==> config.mk <==
export PLATFORM = sky130hd
export DESIGN_NAME = sepc_top
export DESIGN_NICKNAME = d
export VERILOG_FILES = /design/src/sepc_pkg.sv /design/src/sepc_link.sv /design/src/sepc_map.sv /design/src/sepc_top.sv
export SDC_FILE = /design/constraint.sdc
export NUM_CORES = 1
export LEC_CHECK = 0
export BUFFER_PORTS_ARGS = -buffer_cell sky130_fd_sc_hd__buf_4
export CAP_MARGIN = 15
export CORE_MARGIN = 5
export CORE_UTILIZATION = 59
export DETAILED_ROUTE_END_ITERATION = 10
export PLACE_DENSITY = 0.83
export SLEW_MARGIN = 20
export SYNTH_ARGS = -nofsm -noshare
export SYNTH_HDL_FRONTEND = slang
export SYNTH_SLANG_ARGS = --single-unit
==> constraint.sdc <==
create_clock -name mclk -period 2.6 [get_ports mclk]
set_clock_uncertainty 0.1 [all_clocks]
set_input_delay 0.26 -clock mclk [delete_from_list [all_inputs] [get_ports mclk]]
set_output_delay 0.26 -clock mclk [all_outputs]
set_load 0.01 [all_outputs]
==> src/sepc_pkg.sv <==
// shared constants and carrier types of the sector erase and protection control block
// Notes on behaviour
// RQ1: a failed internal program or erase sets its error bit; operation counts as not done.
// RQ2: program or erase on a protected sector leaves it untouched and sets the error bit.
// RQ3: while the freeze bit is set, block protection bits cannot change.
// RQ4: freeze also holds parameter placement bit, protect origin bit and the OTP region.
// RQ5: sixteen 4 kbyte parameter sectors sit at top or bottom of the address space.
// RQ6: second status register bit 7 drops the parameter sectors, leaving uniform sectors.
// RQ7: no command erases an 8 kbyte pair of parameter sectors.
// RQ8: the 4 kbyte erase acts only on the parameter sectors.
// RQ9: in 64 kbyte mode the 64 kbyte erase works, also on the parameter group.
// RQ10: in 256 kbyte mode the large erase command erases 256 kbyte sectors.
// RQ11: no deep power down; opcode b9 reaches the bank address register.
// RQ12: bank address register bits extend every command address above 24 bits.
// RQ13: an option turns quad line three into a hardware reset input instead of hold.
// RQ14: one command per chip select low interval, with instruction, address and data.
// RQ15: the host sends an 8 bit instruction first in every command.
// RQ16: error bits stay set until the host clears them explicitly.
package sepc_pkg;
    localparam int ADDR_BYTES = 3;
    localparam int FULL_AW = 32;
    localparam int ARRAY_AW = 24;

    localparam logic [7:0] OP_PROGRAM = 8'h02;
    localparam logic [7:0] OP_ERASE_4K = 8'h20;
    localparam logic [7:0] OP_ERASE_8K = 8'h40;
    localparam logic [7:0] OP_ERASE_BIG = 8'hd8;
    localparam logic [7:0] OP_BANK_WRITE = 8'hb9;
    localparam logic [7:0] OP_WRITE_REGS = 8'h01;
    localparam logic [7:0] OP_READ_SR1 = 8'h05;
    localparam logic [7:0] OP_READ_SR2 = 8'h07;
    localparam logic [7:0] OP_READ_CFG = 8'h35;
    localparam logic [7:0] OP_READ_BANK = 8'h16;
    localparam logic [7:0] OP_CLEAR_STATUS = 8'h30;

    localparam int SR1_BUSY = 0;
    localparam int SR1_BP_LO = 2;
    localparam int SR1_BP_HI = 4;
    localparam int SR1_E_ERR = 5;
    localparam int SR1_P_ERR = 6;
    localparam int CFG_FREEZE = 0;
    localparam int CFG_PARAM_PLACE = 2;
    localparam int CFG_PROT_ORIGIN = 5;
    localparam int SR2_UNIFORM = 7;
    localparam logic [7:0] CFG_FROZEN_MASK = 8'h25;

    localparam logic [7:0] SR1_RESET = 8'h00;
    localparam logic [7:0] CFG_RESET = 8'h00;
    localparam logic [7:0] BANK_RESET = 8'h00;

    localparam int PARAM_SECTORS = 16;
    localparam int SECTOR_4K_BITS = 12;
    localparam int SECTOR_64K_BITS = 16;
    localparam int SECTOR_256K_BITS = 18;

    typedef enum logic [1:0] {
        SEPC_KIND_PROGRAM,
        SEPC_KIND_ERASE_4K,
        SEPC_KIND_ERASE_64K,
        SEPC_KIND_ERASE_256K
    } sepc_kind_e;

    typedef struct packed {
        logic vld;
        logic [7:0] data;
    } sepc_byte_s;

    typedef struct packed {
        logic req;
        sepc_kind_e kind;
        logic [FULL_AW-1:0] addr;
    } sepc_op_s;
endpackage

==> src/sepc_link.sv <==
// pin synchronisers, serial shifter and framing of the command link
`timescale 1ns/1ps
`default_nettype none
module sepc_link
(
    input wire logic mclk,
    input wire logic nrst,
    input wire logic cs_n,
    input wire logic sck,
    input wire logic si,
    input wire logic quad_line_three,
    input wire logic line_three_is_reset,
    input wire logic [7:0] tx_byte,
    output sepc_pkg::sepc_byte_s rx,
    output logic frame_end,
    output logic frame_on,
    output logic hw_reset,
    output logic so,
    output logic so_oe,
    input wire logic so_enable
);
    import sepc_pkg::*;

    logic [2:0] s1_ff, s2_ff, s3_ff, lvl_ff;
    logic [2:0] nxt_lvl;
    logic [2:0] sh_ff, nxt_sh;
    logic [2:0] sd_ff, nxt_sd;
    logic [3:0] nxt_l3_sh, l3_ff;
    logic [7:0] rxs_ff, nxt_rxs;
    logic [2:0] cnt_ff, nxt_cnt;
    logic [7:0] txs_ff, nxt_txs;
    logic so_ff, nxt_so;
    logic soe_ff, nxt_soe;
    sepc_byte_s rx_ff, nxt_rx;
    logic fend_ff, nxt_fend;
    logic hold_ok, l3_lvl, sck_rise, sck_fall, cs_low;

    // three stage sync of cs_n, sck and si; a level counts once stages two and three agree
    always_comb
    begin
        nxt_sh = s1_ff;
        nxt_sd = s2_ff;
        nxt_l3_sh = {l3_ff[2:0], quad_line_three};
        nxt_lvl = lvl_ff;
        for (int i = 0; i < 3; i++)
        begin
            if (s2_ff[i] == s3_ff[i])
            begin
                nxt_lvl[i] = s3_ff[i];
            end
        end
    end

    always_ff @(posedge mclk or negedge nrst)
    begin
        if (!nrst)
        begin
            s1_ff <= 3'h1;
            s2_ff <= 3'h1;
            s3_ff <= 3'h1;
            lvl_ff <= 3'h1;
            l3_ff <= 4'hf;
        end
        else
        begin
            s1_ff <= {si, sck, cs_n};
            s2_ff <= nxt_sh;
            s3_ff <= nxt_sd;
            lvl_ff <= nxt_lvl;
            l3_ff <= nxt_l3_sh;
        end
    end

    assign l3_lvl = (l3_ff[2] == l3_ff[3]) ? l3_ff[3] : 1'b1;
    assign hw_reset = line_three_is_reset & (l3_ff[2] == l3_ff[3]) & ~l3_ff[3]; // RQ13
    assign hold_ok = line_three_is_reset | l3_lvl; // RQ13
    assign cs_low = ~lvl_ff[0];
    assign sck_rise = nxt_lvl[1] & ~lvl_ff[1] & hold_ok;
    assign sck_fall = ~nxt_lvl[1] & lvl_ff[1] & hold_ok;

    always_comb
    begin
        nxt_rxs = rxs_ff;
        nxt_cnt = cnt_ff;
        nxt_txs = txs_ff;
        nxt_so = so_ff;
        nxt_soe = soe_ff & cs_low & so_enable;
        nxt_rx = '0;
        nxt_fend = 1'b0;
        if (!cs_low)
        begin
            nxt_cnt = 3'h0;
            nxt_soe = 1'b0;
            nxt_fend = frame_on; // RQ14
        end
        else
        begin
            if (sck_rise)
            begin
                nxt_rxs = {rxs_ff[6:0], lvl_ff[2]}; // RQ15
                nxt_cnt = cnt_ff + 3'h1;
                if (cnt_ff == 3'h7)
                begin
                    nxt_rx.vld = 1'b1;
                    nxt_rx.data = {rxs_ff[6:0], lvl_ff[2]};
                end
            end
            if (sck_fall && so_enable)
            begin
                nxt_soe = 1'b1;
                if (cnt_ff == 3'h0)
                begin
                    nxt_so = tx_byte[7];
                    nxt_txs = {tx_byte[6:0], 1'b0};
                end
                else
                begin
                    nxt_so = txs_ff[7];
                    nxt_txs = {txs_ff[6:0], 1'b0};
                end
            end
        end
    end

    always_ff @(posedge mclk or negedge nrst)
    begin
        if (!nrst)
        begin
            rxs_ff <= 8'h00;
            cnt_ff <= 3'h0;
            txs_ff <= 8'h00;
            so_ff <= 1'b0;
            soe_ff <= 1'b0;
            rx_ff <= '0;
            fend_ff <= 1'b0;
            frame_on <= 1'b0;
        end
        else
        begin
            rxs_ff <= nxt_rxs;
            cnt_ff <= nxt_cnt;
            txs_ff <= nxt_txs;
            so_ff <= nxt_so;
            soe_ff <= nxt_soe;
            rx_ff <= nxt_rx;
            fend_ff <= nxt_fend;
            frame_on <= cs_low;
        end
    end

    assign rx = rx_ff;
    assign frame_end = fend_ff;
    assign so = so_ff;
    assign so_oe = soe_ff;
endmodule
`default_nettype wire

==> src/sepc_map.sv <==
// sector map: erase legality and protected range check for one address
`timescale 1ns/1ps
`default_nettype none
module sepc_map
(
    input wire logic [sepc_pkg::ARRAY_AW-1:0] addr,
    input wire sepc_pkg::sepc_kind_e kind,
    input wire logic [2:0] bp,
    input wire logic param_top,
    input wire logic prot_bottom,
    input wire logic uniform_256k,
    output logic legal,
    output logic is_protected
);
    import sepc_pkg::*;

    logic in_top64, in_bot64, in_param;
    logic [ARRAY_AW-1:0] span_mask;

    assign in_top64 = &addr[ARRAY_AW-1:SECTOR_64K_BITS];
    assign in_bot64 = ~|addr[ARRAY_AW-1:SECTOR_64K_BITS];
    // sixteen 4k sectors fill one 64k group at top or bottom
    assign in_param = ~uniform_256k & (param_top ? in_top64 : in_bot64); // RQ5 RQ6

    always_comb
    begin
        case (kind)
            SEPC_KIND_PROGRAM: legal = 1'b1;
            SEPC_KIND_ERASE_4K: legal = in_param; // RQ8
            SEPC_KIND_ERASE_64K: legal = ~uniform_256k; // RQ9
            SEPC_KIND_ERASE_256K: legal = uniform_256k; // RQ10
            default: legal = 1'b0;
        endcase
    end

    // bp = n (1 to 6) protects the top or bottom 1/2^(7-n) of the array, 0 protects none, 7 protects all
    always_comb
    begin
        span_mask = {ARRAY_AW{1'b1}} >> (3'h7 - bp);
        if (bp == 3'h0)
        begin
            is_protected = 1'b0;
        end
        else if (bp == 3'h7)
        begin
            is_protected = 1'b1;
        end
        else if (prot_bottom)
        begin
            is_protected = (addr & ~span_mask) == '0;
        end
        else
        begin
            is_protected = (addr | span_mask) == {ARRAY_AW{1'b1}};
        end
    end
endmodule
`default_nettype wire

==> src/sepc_top.sv <==
// command decoder, status and configuration registers of the sector erase and protection control
`timescale 1ns/1ps
`default_nettype none
module sepc_top
(
    input wire logic mclk,
    input wire logic nrst,
    input wire logic cs_n,
    input wire logic sck,
    input wire logic si,
    output logic so,
    output logic so_oe,
    input wire logic quad_line_three,
    input wire logic line_three_is_reset,
    input wire logic uniform_256k,
    output sepc_pkg::sepc_op_s op,
    input wire logic op_done,
    input wire logic op_fail,
    output logic [7:0] status_reg,
    output logic [7:0] first_config_register,
    output logic [7:0] second_status_register,
    output logic [7:0] bank_reg,
    output logic otp_locked
);
    import sepc_pkg::*;

    typedef enum logic [2:0] {
        SEPC_ST_OPCODE,
        SEPC_ST_ADDR,
        SEPC_ST_DATA,
        SEPC_ST_READ,
        SEPC_ST_SKIP
    } sepc_state_e;

    sepc_byte_s rx;
    logic frame_end, frame_on, hw_reset;
    logic map_legal, map_prot;
    sepc_kind_e cand_kind;

    sepc_state_e st_ff, nxt_st;
    logic [7:0] opc_ff, nxt_opc;
    logic [1:0] acnt_ff, nxt_acnt;
    logic [ARRAY_AW-1:0] addr_ff, nxt_addr;
    logic [1:0] dcnt_ff, nxt_dcnt;
    logic [7:0] d0_ff, nxt_d0;
    logic [7:0] d1_ff, nxt_d1;
    logic [7:0] tx_ff, nxt_tx;

    logic [7:0] sr1_ff, nxt_sr1;
    logic [7:0] cfg_ff, nxt_cfg;
    logic [7:0] bank_ff, nxt_bank;
    logic busy_ff, nxt_busy;
    logic busy_prog_ff, nxt_busy_prog;
    sepc_op_s op_ff, nxt_op;
    logic is_array_op, is_read;

    sepc_link u_link
    (
        .mclk(mclk),
        .nrst(nrst),
        .cs_n(cs_n),
        .sck(sck),
        .si(si),
        .quad_line_three(quad_line_three),
        .line_three_is_reset(line_three_is_reset),
        .tx_byte(tx_ff),
        .rx(rx),
        .frame_end(frame_end),
        .frame_on(frame_on),
        .hw_reset(hw_reset),
        .so(so),
        .so_oe(so_oe),
        .so_enable(st_ff == SEPC_ST_READ)
    );

    always_comb
    begin
        case (opc_ff)
            OP_ERASE_4K: cand_kind = SEPC_KIND_ERASE_4K;
            OP_ERASE_BIG: cand_kind = uniform_256k ? SEPC_KIND_ERASE_256K : SEPC_KIND_ERASE_64K; // RQ10
            default: cand_kind = SEPC_KIND_PROGRAM;
        endcase
    end

    sepc_map u_map
    (
        .addr(addr_ff),
        .kind(cand_kind),
        .bp(sr1_ff[SR1_BP_HI:SR1_BP_LO]),
        .param_top(cfg_ff[CFG_PARAM_PLACE]),
        .prot_bottom(cfg_ff[CFG_PROT_ORIGIN]),
        .uniform_256k(uniform_256k),
        .legal(map_legal),
        .is_protected(map_prot)
    );

    // 8k pair erase opcode is simply not decoded
    assign is_array_op = (opc_ff == OP_PROGRAM) | (opc_ff == OP_ERASE_4K) | (opc_ff == OP_ERASE_BIG); // RQ7
    assign is_read = (opc_ff == OP_READ_SR1) | (opc_ff == OP_READ_SR2) |
                     (opc_ff == OP_READ_CFG) | (opc_ff == OP_READ_BANK);

    // command framing
    always_comb
    begin
        nxt_st = st_ff;
        nxt_opc = opc_ff;
        nxt_acnt = acnt_ff;
        nxt_addr = addr_ff;
        nxt_dcnt = dcnt_ff;
        nxt_d0 = d0_ff;
        nxt_d1 = d1_ff;
        nxt_tx = tx_ff;
        if (!frame_on)
        begin
            nxt_st = SEPC_ST_OPCODE; // RQ14
            nxt_acnt = 2'h0;
            nxt_dcnt = 2'h0;
        end
        else if (rx.vld)
        begin
            case (st_ff)
                SEPC_ST_OPCODE:
                begin
                    nxt_opc = rx.data; // RQ15
                    case (rx.data)
                        OP_PROGRAM, OP_ERASE_4K, OP_ERASE_BIG: nxt_st = SEPC_ST_ADDR;
                        OP_WRITE_REGS, OP_BANK_WRITE: nxt_st = SEPC_ST_DATA; // RQ11
                        OP_READ_SR1: nxt_st = SEPC_ST_READ;
                        OP_READ_SR2: nxt_st = SEPC_ST_READ;
                        OP_READ_CFG: nxt_st = SEPC_ST_READ;
                        OP_READ_BANK: nxt_st = SEPC_ST_READ;
                        default: nxt_st = SEPC_ST_SKIP;
                    endcase
                end
                SEPC_ST_ADDR:
                begin
                    nxt_addr = {addr_ff[ARRAY_AW-9:0], rx.data};
                    nxt_acnt = acnt_ff + 2'h1;
                    if (acnt_ff == 2'(ADDR_BYTES - 1))
                    begin
                        nxt_st = SEPC_ST_SKIP;
                    end
                end
                SEPC_ST_DATA:
                begin
                    if (dcnt_ff == 2'h0)
                    begin
                        nxt_d0 = rx.data;
                    end
                    else
                    begin
                        nxt_d1 = rx.data;
                    end
                    if (dcnt_ff != 2'h2)
                    begin
                        nxt_dcnt = dcnt_ff + 2'h1;
                    end
                end
                SEPC_ST_READ: nxt_st = SEPC_ST_READ;
                SEPC_ST_SKIP: nxt_st = SEPC_ST_SKIP;
                default: nxt_st = SEPC_ST_SKIP;
            endcase
        end
        case (opc_ff)
            OP_READ_SR2: nxt_tx = second_status_register;
            OP_READ_CFG: nxt_tx = cfg_ff;
            OP_READ_BANK: nxt_tx = bank_ff;
            default: nxt_tx = status_reg;
        endcase
        if (!is_read)
        begin
            nxt_tx = status_reg;
        end
    end

    always_ff @(posedge mclk or negedge nrst)
    begin
        if (!nrst)
        begin
            st_ff <= SEPC_ST_OPCODE;
            opc_ff <= 8'h00;
            acnt_ff <= 2'h0;
            addr_ff <= '0;
            dcnt_ff <= 2'h0;
            d0_ff <= 8'h00;
            d1_ff <= 8'h00;
            tx_ff <= 8'h00;
        end
        else
        begin
            st_ff <= nxt_st;
            opc_ff <= nxt_opc;
            acnt_ff <= nxt_acnt;
            addr_ff <= nxt_addr;
            dcnt_ff <= nxt_dcnt;
            d0_ff <= nxt_d0;
            d1_ff <= nxt_d1;
            tx_ff <= nxt_tx;
        end
    end

    // registers and array operations, acting at the end of each frame that ends while not busy, and on op_done
    always_comb
    begin
        nxt_sr1 = sr1_ff;
        nxt_cfg = cfg_ff;
        nxt_bank = bank_ff;
        nxt_busy = busy_ff;
        nxt_busy_prog = busy_prog_ff;
        nxt_op = op_ff;
        nxt_op.req = 1'b0;
        if (frame_end && !busy_ff)
        begin
            if (opc_ff == OP_CLEAR_STATUS)
            begin
                nxt_sr1[SR1_E_ERR] = 1'b0; // RQ16
                nxt_sr1[SR1_P_ERR] = 1'b0; // RQ16
            end
            if ((opc_ff == OP_BANK_WRITE) && (dcnt_ff != 2'h0))
            begin
                nxt_bank = d0_ff; // RQ11 RQ12
            end
            if ((opc_ff == OP_WRITE_REGS) && (dcnt_ff != 2'h0))
            begin
                if (!cfg_ff[CFG_FREEZE])
                begin
                    nxt_sr1[SR1_BP_HI:SR1_BP_LO] = d0_ff[SR1_BP_HI:SR1_BP_LO]; // RQ3
                end
                if (dcnt_ff == 2'h2)
                begin
                    // frozen fields keep their value; freeze itself only leaves on reset
                    nxt_cfg = cfg_ff[CFG_FREEZE] ? ((d1_ff & ~CFG_FROZEN_MASK) | (cfg_ff & CFG_FROZEN_MASK))
                                                  : (d1_ff | (cfg_ff & 8'h01)); // RQ4
                end
            end
            if (is_array_op && (acnt_ff == 2'(ADDR_BYTES)) && map_legal)
            begin
                if (map_prot)
                begin
                    if (opc_ff == OP_PROGRAM)
                    begin
                        nxt_sr1[SR1_P_ERR] = 1'b1; // RQ2
                    end
                    else
                    begin
                        nxt_sr1[SR1_E_ERR] = 1'b1; // RQ2
                    end
                end
                else
                begin
                    nxt_op.req = 1'b1;
                    nxt_op.kind = cand_kind; // RQ8 RQ9 RQ10
                    nxt_op.addr = {bank_ff, addr_ff}; // RQ12
                    nxt_busy = 1'b1;
                    nxt_busy_prog = (opc_ff == OP_PROGRAM);
                end
            end
        end
        if (busy_ff && op_done)
        begin
            nxt_busy = 1'b0;
            if (op_fail)
            begin
                // a set here lands after any clear, so it wins
                if (busy_prog_ff)
                begin
                    nxt_sr1[SR1_P_ERR] = 1'b1; // RQ1
                end
                else
                begin
                    nxt_sr1[SR1_E_ERR] = 1'b1; // RQ1
                end
            end
        end
        nxt_sr1[SR1_BUSY] = nxt_busy;
    end

    always_ff @(posedge mclk or negedge nrst)
    begin
        if (!nrst)
        begin
            sr1_ff <= SR1_RESET;
            cfg_ff <= CFG_RESET;
            bank_ff <= BANK_RESET;
            busy_ff <= 1'b0;
            busy_prog_ff <= 1'b0;
            op_ff <= '0;
        end
        else if (hw_reset)
        begin
            sr1_ff <= SR1_RESET; // RQ13
            cfg_ff <= CFG_RESET;
            bank_ff <= BANK_RESET;
            busy_ff <= 1'b0;
            busy_prog_ff <= 1'b0;
            op_ff <= '0;
        end
        else
        begin
            sr1_ff <= nxt_sr1;
            cfg_ff <= nxt_cfg;
            bank_ff <= nxt_bank;
            busy_ff <= nxt_busy;
            busy_prog_ff <= nxt_busy_prog;
            op_ff <= nxt_op;
        end
    end

    assign op = op_ff;
    assign status_reg = sr1_ff;
    assign first_config_register = cfg_ff;
    assign second_status_register = {uniform_256k, 7'h00}; // RQ6
    assign bank_reg = bank_ff;
    assign otp_locked = cfg_ff[CFG_FREEZE]; // RQ4
endmodule
`default_nettype wire

# Word-level counts from Yosys, hierarchy flattened
# Index checks and enable logic that the tools add are counted.
# totals
wordCells	215
reg_bits	169
out_inout_bits	70
# op_classes
n_addsub	4
eq_ne	44
shift	1
mux	67
reduce_logical	40
n_bitwise	26
# ops
cell	n
two-way mux 35 bit	4
two-way mux 8 bit	10
== test 8 x 6 -> 1 bit (second input constant)	5
== test 8 x 3 -> 1 bit (second input constant)	4
== test 8 bit (second input constant)	4
two-way mux 9 bit	3
AND 24 bit	1
== test 24 bit (second input constant)	1
zero test 24 bit	1
two-way mux 1 bit	24
two-way mux 2 bit	12
inverter 24 bit	1
OR 24 bit	1
one-hot mux 8 bit (3 select lines)	1
right shift 24 x 3 -> 24 bit (first input constant)	1
two-way mux 3 bit	7
AND reduction 3 bit	7
== test 8 x 1 -> 1 bit (second input constant)	2
== test 8 x 2 -> 1 bit (second input constant)	2
== test 8 x 5 -> 1 bit (second input constant)	2
inequality test 2 bit (second input constant)	8
nonzero test 2 bit	7
one-hot mux 3 bit (4 select lines)	1
== test 2 bit (second input constant)	5
30 further kinds	68

# Logic depth before layout (Yosys ltp)
# Gate-level depths: netlist (run 1).
# depth
depth_word	15
ltp_mapped	8
depth_no_buf	7

# By module
# A second synthesis (run 1) with hierarchy kept.
# hier_totals
hier_cells	627
hier_area_um2	7505.9
# modules_own_cells
module	cells_per_inst	instances	area_each_um2
sepc_top	484	1	5589.1
sepc_link	113	1	1749.2
sepc_map	30	1	167.7

# Least setup slack after synthesis (run 1)
# OpenSTA, ideal clock, no wires.
# synth_timing
path_kind	flip-flop to flip-flop
from	register opc_ff[3]
to	register op_ff, in the netlist op[10]
setup_slack_ns	0.505
arrival_ns	1.916
path_stages_with_launch	8
setup_ns	0.079
path_cell_list	dfrtp_1 nor4_2 o2bb2a_2 nor4b_4 o21ba_2 buf_8 buf_12 mux2i_1
# synth_via
elab_chain_cells	7
# synth_lines
item	line	source
from (decl)	sepc_top.sv:41	logic [7:0] opc_ff, nxt_opc;
from (signal assigned)	sepc_top.sv:192	opc_ff <= nxt_opc;
== test 8 bit (tied with other cells)	sepc_top.sv:78, sepc_top.sv:98	
one-hot mux 2 bit (2 select lines) or OR 1 bit (tied branches)	sepc_top.sv:78, sepc_top.sv:98	
== test 2 bit (tied with other cells)	sepc_map.sv:27	case (kind)
one-hot mux 1 bit (4 select lines) or logical AND 1 bit (tied branches)	sepc_map.sv:27, sepc_top.sv:236	
logical AND 1 bit *	sepc_top.sv:236	if (is_array_op && (acnt_ff == 2'(ADDR_BYTES)) && map_legal)
nonzero test 2 bit (no source line) *	-	
AND reduction 3 bit (no source line) *	-	
to (signal assigned)	sepc_top.sv:305	op_ff <= nxt_op;
to (decl)	sepc_top.sv:54	sepc_op_s op_ff, nxt_op;
# Every way passes the cells marked *; elsewhere a longest branch is shown, timed or not.
# A chain may end at the register's enable or synchronous reset.

# Worst setup path in the final report (run 1)
# layout_timing
from	register opc_ff[1]
to	register op_ff, in the netlist op[6]
# The elaborated chain is that of the path after synthesis.

==> impl_metrics.json, run 1 <==
{
  "cts_root_buf": "clkbuf_16",
  "report.final.setup_viol": 0,
  "layout.cells.most_common": "dfrtp_1",
  "area_grow_syn2layout_pct": 18.3,
  "finalHoldViolCount": 0,
  "overall_via_count_from_detail_route": 5082,
  "io_buffer_count": 70,
  "clkSinkCount": 167,
  "grt_pass1_vias": 5059,
  "drc_errors": 0,
  "initial_utilization": 0.596,
  "num-fill-cells": 872,
  "critPathCaptureType": "flop",
  "share_of_final_layout_standard_cells_stronger_than_drive_strength_1": 0.270,
  "setup_fix_buffers_added_after_clock_tree_synthesis": 0,
  "primary_ff_master_synth": "dfrtp_1",
  "crit_type": "reg2reg",
  "power-per-cell-area_mw_per_mm2": 628,
  "ant_nets": 0,
  "dp_worst_setup_slack_ns": 0.241,
  "initialDrtViolationCount": 460,
  "gr-total-overflow": 0,
  "clock_tree_from_tritoncts": "done",
  "worstSkewPairLatency_ns": 0.42,
  "die_width_um": 122,
  "p_leak_nw": 4.21,
  "arrival_time_worst_endpoint_ns": 2.63,
  "setup_repair_after_global_routing_missed_its_margin": "false",
  "die-height_um": 122,
  "fin_tns_setup_ns": 0,
  "antenna-diode-count": 0,
  "layout_worst_path_cycle_share": 0.920,
  "synthesis.instances": 636,
  "finalWorstPathRequiredPeriod_ns": 2.39,
  "power.ir.vdd_worst_v": 0.000578,
  "hp-class": "in2reg",
  "mean_instance_size_in_the_synthesized_netlist_um2": 11.7,
  "cts_made_buffers": 17,
  "htree_levels": 4,
  "clkSlewWorstSetupHoldPaths_ns": 0.06,
  "outcome": "finished clean",
  "share_of_synthesized_registers_carrying_an_async_set_or_reset": 1.00,
  "wire_per_inst_um": 17.3,
  "synth_cell_types": 61,
  "synth.ff_latch_count": 167,
  "grt_first_pass_wirelength_um": 25400,
  "core_region_area_mm2": 0.0125,
  "routed_wl_um": 15600,
  "achievable_frequency_mhz": 418,
  "largest_driver_fanout_on_the_critical_path": 36,
  "synth.yosys.seq_area_share": 0.564,
  "place_congestion": 0.864,
  "floorplan.die_area_mm2": 0.0149,
  "grt_max_degree": 66,
  "drt_pre_antenna_iters": 5,
  "max-slew-margin-rel": 0.603,
  "largest_register_ffs": 35,
  "slew_viol_final": 0,
  "fp-row-count": 41,
  "final_critical_path_setup_slack_ns": 0.208,
  "final_nets": 735,
  "route.detailed.vias_per_inst": 5.63,
  "cap_viol_max_count": 0,
  "synth_edf_count": 0,
  "yosys_warnings": 0,
  "number_of_antenna_violations_at_the_first_check_in_global_routing": 0,
  "post_layout_nonfiller_instances": 902,
  "timing.critical_path.required_ns": 2.84,
  "layout_common_cells": "159 x dfrtp_1, 93 x nand2_1, 88 x buf_4",
  "place_inst": 865,
  "grtUsageTotal": 0.220,
  "worst_slew_pin_slew_ns": 0.594,
  "clk_path_buf_depth": 2,
  "cp-start-kind": "flop",
  "detailedPlacementHpwl_um": 10700,
  "synth.cell_area_mm2": 0.00742,
  "io_pins": 80
}
path summary, 6_finish.rpt:
kind	start	endpoint	slack, ns	depth (start not counted)
min in group asynchronous	nrst	op[4]	0.28	2
worst max register to register	opc_ff[1]	op[6]	0.21	6
max in group asynchronous	nrst	op[26]	1.32	3
worst max-delay path	opc_ff[1]	op[6]	0.21	6
worst min-delay path	op_done	status_reg[0]	0.06	3
worst min register to register	u_link.nxt_sh[1]	u_link.nxt_sd[1]	0.25	0
area by class of cell:
class	instances	area, um^2	share of cell area
well taps	172	215	0.0245
inverters	20	75.1	0.00855
clock inverters	6	111	0.0127
flip-flops and latches	167	4190	0.477
multi-input cells	415	2920	0.333
repair buffers	96	762	0.0868
clock buffers	26	509	0.0580
per-layer routing:
metal,part of all wire,GRT usage,vias to the layer above
li1,-,-,2346
met1,0.45,0.301,2554
met2,0.48,0.350,153
met3,0.050,0.0474,29
met4,0.021,0.0784,0
met5,0,0,-
synth_stat cells, types with 4 or more instances:
cell      number  area (um^2)
dfrtp_1      159         3980
nand2_1       93          349
mux2i_1       61          611
mux2_2        56          631
nor2_1        30          113
o21ai_0       24          120
inv_1         20         75.1
clkbuf_1      19         71.3
buf_4         15          113
nand3_1       15         75.1
a21oi_1       11         55.1
and3_1        11         68.8
nand2b_1       9         56.3
nor2b_1        9         56.3
dfstp_2        8          210
ha_1           8          100
a22oi_1        6         45.0
nor3_1         6         30.0
and2_1         5         31.3
nand4_1        5         31.3
o22ai_1        4         25.0
through the flow:
step / total power, mW / utilization / hold WS [ns] / area, um^2
after floorplan: 2.85 / - / -0.136 / 7450
after global placement: 2.93 / 0.650 / 0.169 / 8100
after detailed placement: 2.95 / 0.650 / 0.180 / 8100
after CTS: 5.56 / 0.704 / 0.0462 / 8770
after global routing: 5.70 / 0.705 / 0.0674 / 8780
final: 5.51 / 0.705 / 0.0609 / 8780
power breakdown:
| part | total (mW) | switching (mW) | internal [mW] |
|---|---|---|---|
| Sequential | 2.71 | 0.0437 | 2.66 |
| Combinational | 0.199 | 0.119 | 0.0798 |
| Clock | 2.61 | 0.966 | 1.64 |
| Total | 5.51 | 1.13 | 4.38 |
critical path, stage by stage (launching register included):
cell and delay, ns:
dfrtp_1 0.45, nor3b_1 0.43, nand3b_1 0.17, a2111oi_1 0.42, o21ba_2 0.21, buf_12 0.25, mux2i_1 0.24
cell families (layout without fill, tap and decap cells):
logic type	count (synthesis)	in the layout	share of synthesized area
AOI/OAI and AO/OA	63	63	0.0536
xor gates and xnor gates	3	3	0.00354
adders and majority gates	10	10	0.0162
buffers and inverters	62	148	0.0492
DFF	167	167	0.564
muxes	117	117	0.167
other	1	9	0.000505
and+or+nand+nor	213	213	0.145
timing repair:
| action | 4_1_cts | 5_1_grt |
|---|---|---|
| endpoints found under the hold margin | 58 | 0 |
| hold buffers | 5 | 0 |
| resized for setup | 0 | 2 |
| setup endpoints to repair | 0 | 33 |
Power figures use the tool's default switching activity.
==> run 2: changes to the inputs <==
--- a/config.mk
+++ b/config.mk
@@ -8,9 +8,9 @@
 export BUFFER_PORTS_ARGS = -buffer_cell sky130_fd_sc_hd__buf_4
 export CAP_MARGIN = 15
 export CORE_MARGIN = 5
-export CORE_UTILIZATION = 59
+export CORE_UTILIZATION = 32
 export DETAILED_ROUTE_END_ITERATION = 10
-export PLACE_DENSITY = 0.83
+export SETUP_SLACK_MARGIN = 0.4
 export SLEW_MARGIN = 20
 export SYNTH_ARGS = -nofsm -noshare
 export SYNTH_HDL_FRONTEND = slang
==> run 2 against run 1 <==
Net effect: global-route usage down 8.5 points; routed wire length increased by 11%; clock power is essentially flat; worst hold slack better by 0.00087 ns; sequential cell count did not move; via count is 1.2% lower; sequential power about the same; cell count is 15% higher; maximum frequency rose by 8.9%; non-clock buffer count up 18; core utilization fell by 30 points; critical path type unchanged.
==> impl_metrics.json, run 2 (synthesized netlist as in run 1, its figures left out) <==
{
  "outcome": "finished clean",
  "slew_viol_final": 0,
  "timing.critical_path.required_ns": 2.79,
  "grt_pass1_vias": 5121,
  "setup.reg_to_reg.worst_slack_ns": 0.40,
  "place_congestion": 0.791,
  "worstPathCellList": "or3_4 -> or4_4 -> or4_4 -> mux2i_1 -> nor2_1",
  "io_buffer_count": 70,
  "layout.cells.most_common": "dfrtp_1",
  "grtUsageTotal": 0.135,
  "p_leak_nw": 4.33,
  "fp-row-count": 55,
  "gr-total-overflow": 0,
  "overall_via_count_from_detail_route": 5022,
  "detailedPlacementHpwl_um": 11700,
  "cpMaxStageDelayCell": "dfrtp_2",
  "routed_wl_um": 17300,
  "clk_path_buf_depth": 2,
  "p_seq_frac": 0.489,
  "report.final.setup_viol": 0,
  "combinationalPowerShare": 0.039,
  "grt_first_pass_wirelength_um": 28200,
  "worstSkewPairLatency_ns": 0.43,
  "power-per-cell-area_mw_per_mm2": 599,
  "cts_root_buf": "clkbuf_16",
  "critPathCaptureType": "flop",
  "critPathCapture": "first_config_register[2]",
  "wire_per_inst_um": 16.7,
  "power.share.switching": 0.250,
  "io_pins": 80,
  "cap_viol_max_count": 0,
  "net-switching-power_mw": 1.38,
  "fin_tns_setup_ns": 0,
  "clkSlewWorstSetupHoldPaths_ns": 0.07,
  "largest_driver_fanout_on_the_critical_path": 6,
  "die_width_um": 162,
  "clkSinkCount": 167,
  "die-height_um": 162,
  "area_grow_syn2layout_pct": 24.3,
  "rr_endpoint": "first_config_register[2]",
  "route.detailed.vias_per_inst": 4.86,
  "layout_common_cells": "147 x dfrtp_1, 101 x buf_4, 93 x nand2_1",
  "antenna-diode-count": 0,
  "cpPeakStageDelay_ns": 0.46,
  "worst_slew_pin_slew_ns": 0.697,
  "final_critical_path_setup_slack_ns": 0.403,
  "clock_tree_from_tritoncts": "done",
  "grt_max_degree": 67,
  "dp_worst_setup_slack_ns": 0.315,
  "cts_made_buffers": 17,
  "floorplan.die_area_mm2": 0.0263,
  "finalWorstPathRequiredPeriod_ns": 2.20,
  "timing.reg2reg.worst_path_depth": 5,
  "ant_nets": 0,
  "internal_power_mw": 4.15,
  "finalHoldViolCount": 0,
  "htree_levels": 4,
  "path_common_cell": "or4_4",
  "core_region_area_mm2": 0.0227,
  "crit_type": "reg2reg",
  "share_of_final_layout_standard_cells_stronger_than_drive_strength_1": 0.321,
  "drc_errors": 0,
  "setup_repair_after_global_routing_missed_its_margin": "true",
  "largest_register_ffs": 35,
  "power.ir.vdd_worst_v": 0.000380,
  "number_of_antenna_violations_at_the_first_check_in_global_routing": 0,
  "final_nets": 753,
  "rr_startpoint": "opc_ff[7]",
  "drt_pre_antenna_iters": 4,
  "layout_worst_path_cycle_share": 0.845,
  "worst_setup_path_startpoint": "opc_ff[7]",
  "max-slew-margin-rel": 0.535,
  "initial_utilization": 0.327,
  "hp-class": "in2reg",
  "arrival_time_worst_endpoint_ns": 2.38,
  "cp-start-kind": "flop",
  "clock_power_share": 0.472,
  "initialDrtViolationCount": 247,
  "achievable_frequency_mhz": 455
}
## run 2: worst min-delay path by stage
stage	depth (start not counted)	end	from	slack, ns
6_report	3	status_reg[0]	op_done	0.06
5_1_grt	3	status_reg[0]	op_done	0.05
4_1_cts	3	status_reg[0]	op_done	0.04
3_5_place_dp	1	u_link.cnt_ff[0]	nrst	0.22
3_3_place_gp	1	u_link.nxt_sh[2]	nrst	0.21
2_1_floorplan	0	acnt_ff[0]	nrst	-0.14
## run 2: through the flow
step                total power [mW]  cell area, um^2   util  hold WS [ns]  std cells
floorplan                       2.85             7450      -        -0.136        644
global placement                2.95             8270  0.364         0.207        978
detailed placement              2.96             8270  0.364         0.215        978
CTS                             5.59             9110  0.401        0.0436       1026
global route                    5.75             9230  0.406        0.0482       1033
finish                          5.53             9230  0.406        0.0618       1033
## run 2: final cells by class
class                           count  area, um^2
Clock buffer                       17         425
Inverter                           20        75.1
Multi-Input combinational cell    415        2990
Sequential cell                   167        4200
Timing Repair Buffer              114         972
Clock inverter                     15         203
Fill cell                        2148       13500
Tap cell                          285         357
## run 2: power groups by stage
stage	logic, mW	clock network [mW]	registers [mW]
2_1_floorplan	0.115	0	2.73
6_report	0.214	2.61	2.70
3_3_place_gp	0.199	0	2.75
3_5_place_dp	0.204	0	2.75
5_1_grt	0.242	2.80	2.71
4_1_cts	0.212	2.68	2.70
## run 2: per-layer routing
| layer | up-vias | share of wire | track usage |
|---|---|---|---|
| li1 | 2393 | - | - |
| met1 | 2525 | 0.47 | 0.186 |
| met2 | 86 | 0.47 | 0.212 |
| met3 | 18 | 0.041 | 0.0330 |
| met4 | 0 | 0.016 | 0.0411 |
| met5 | - | 0 | 0 |
## run 2: timing repair
item,CTS,global route
hold endpoints to repair,67,0
gates resized for setup,18,13
hold buffers,5,0
buffers inserted,10,6
gates cloned,1,1
endpoints found under the setup margin,52,49
pin swaps,7,6
## run 2: critical path: cells and delay by family (launching register included)
family,cells,cell delay (ns)
mux,1,0.16
flops,1,0.46
simple gates,4,1.34
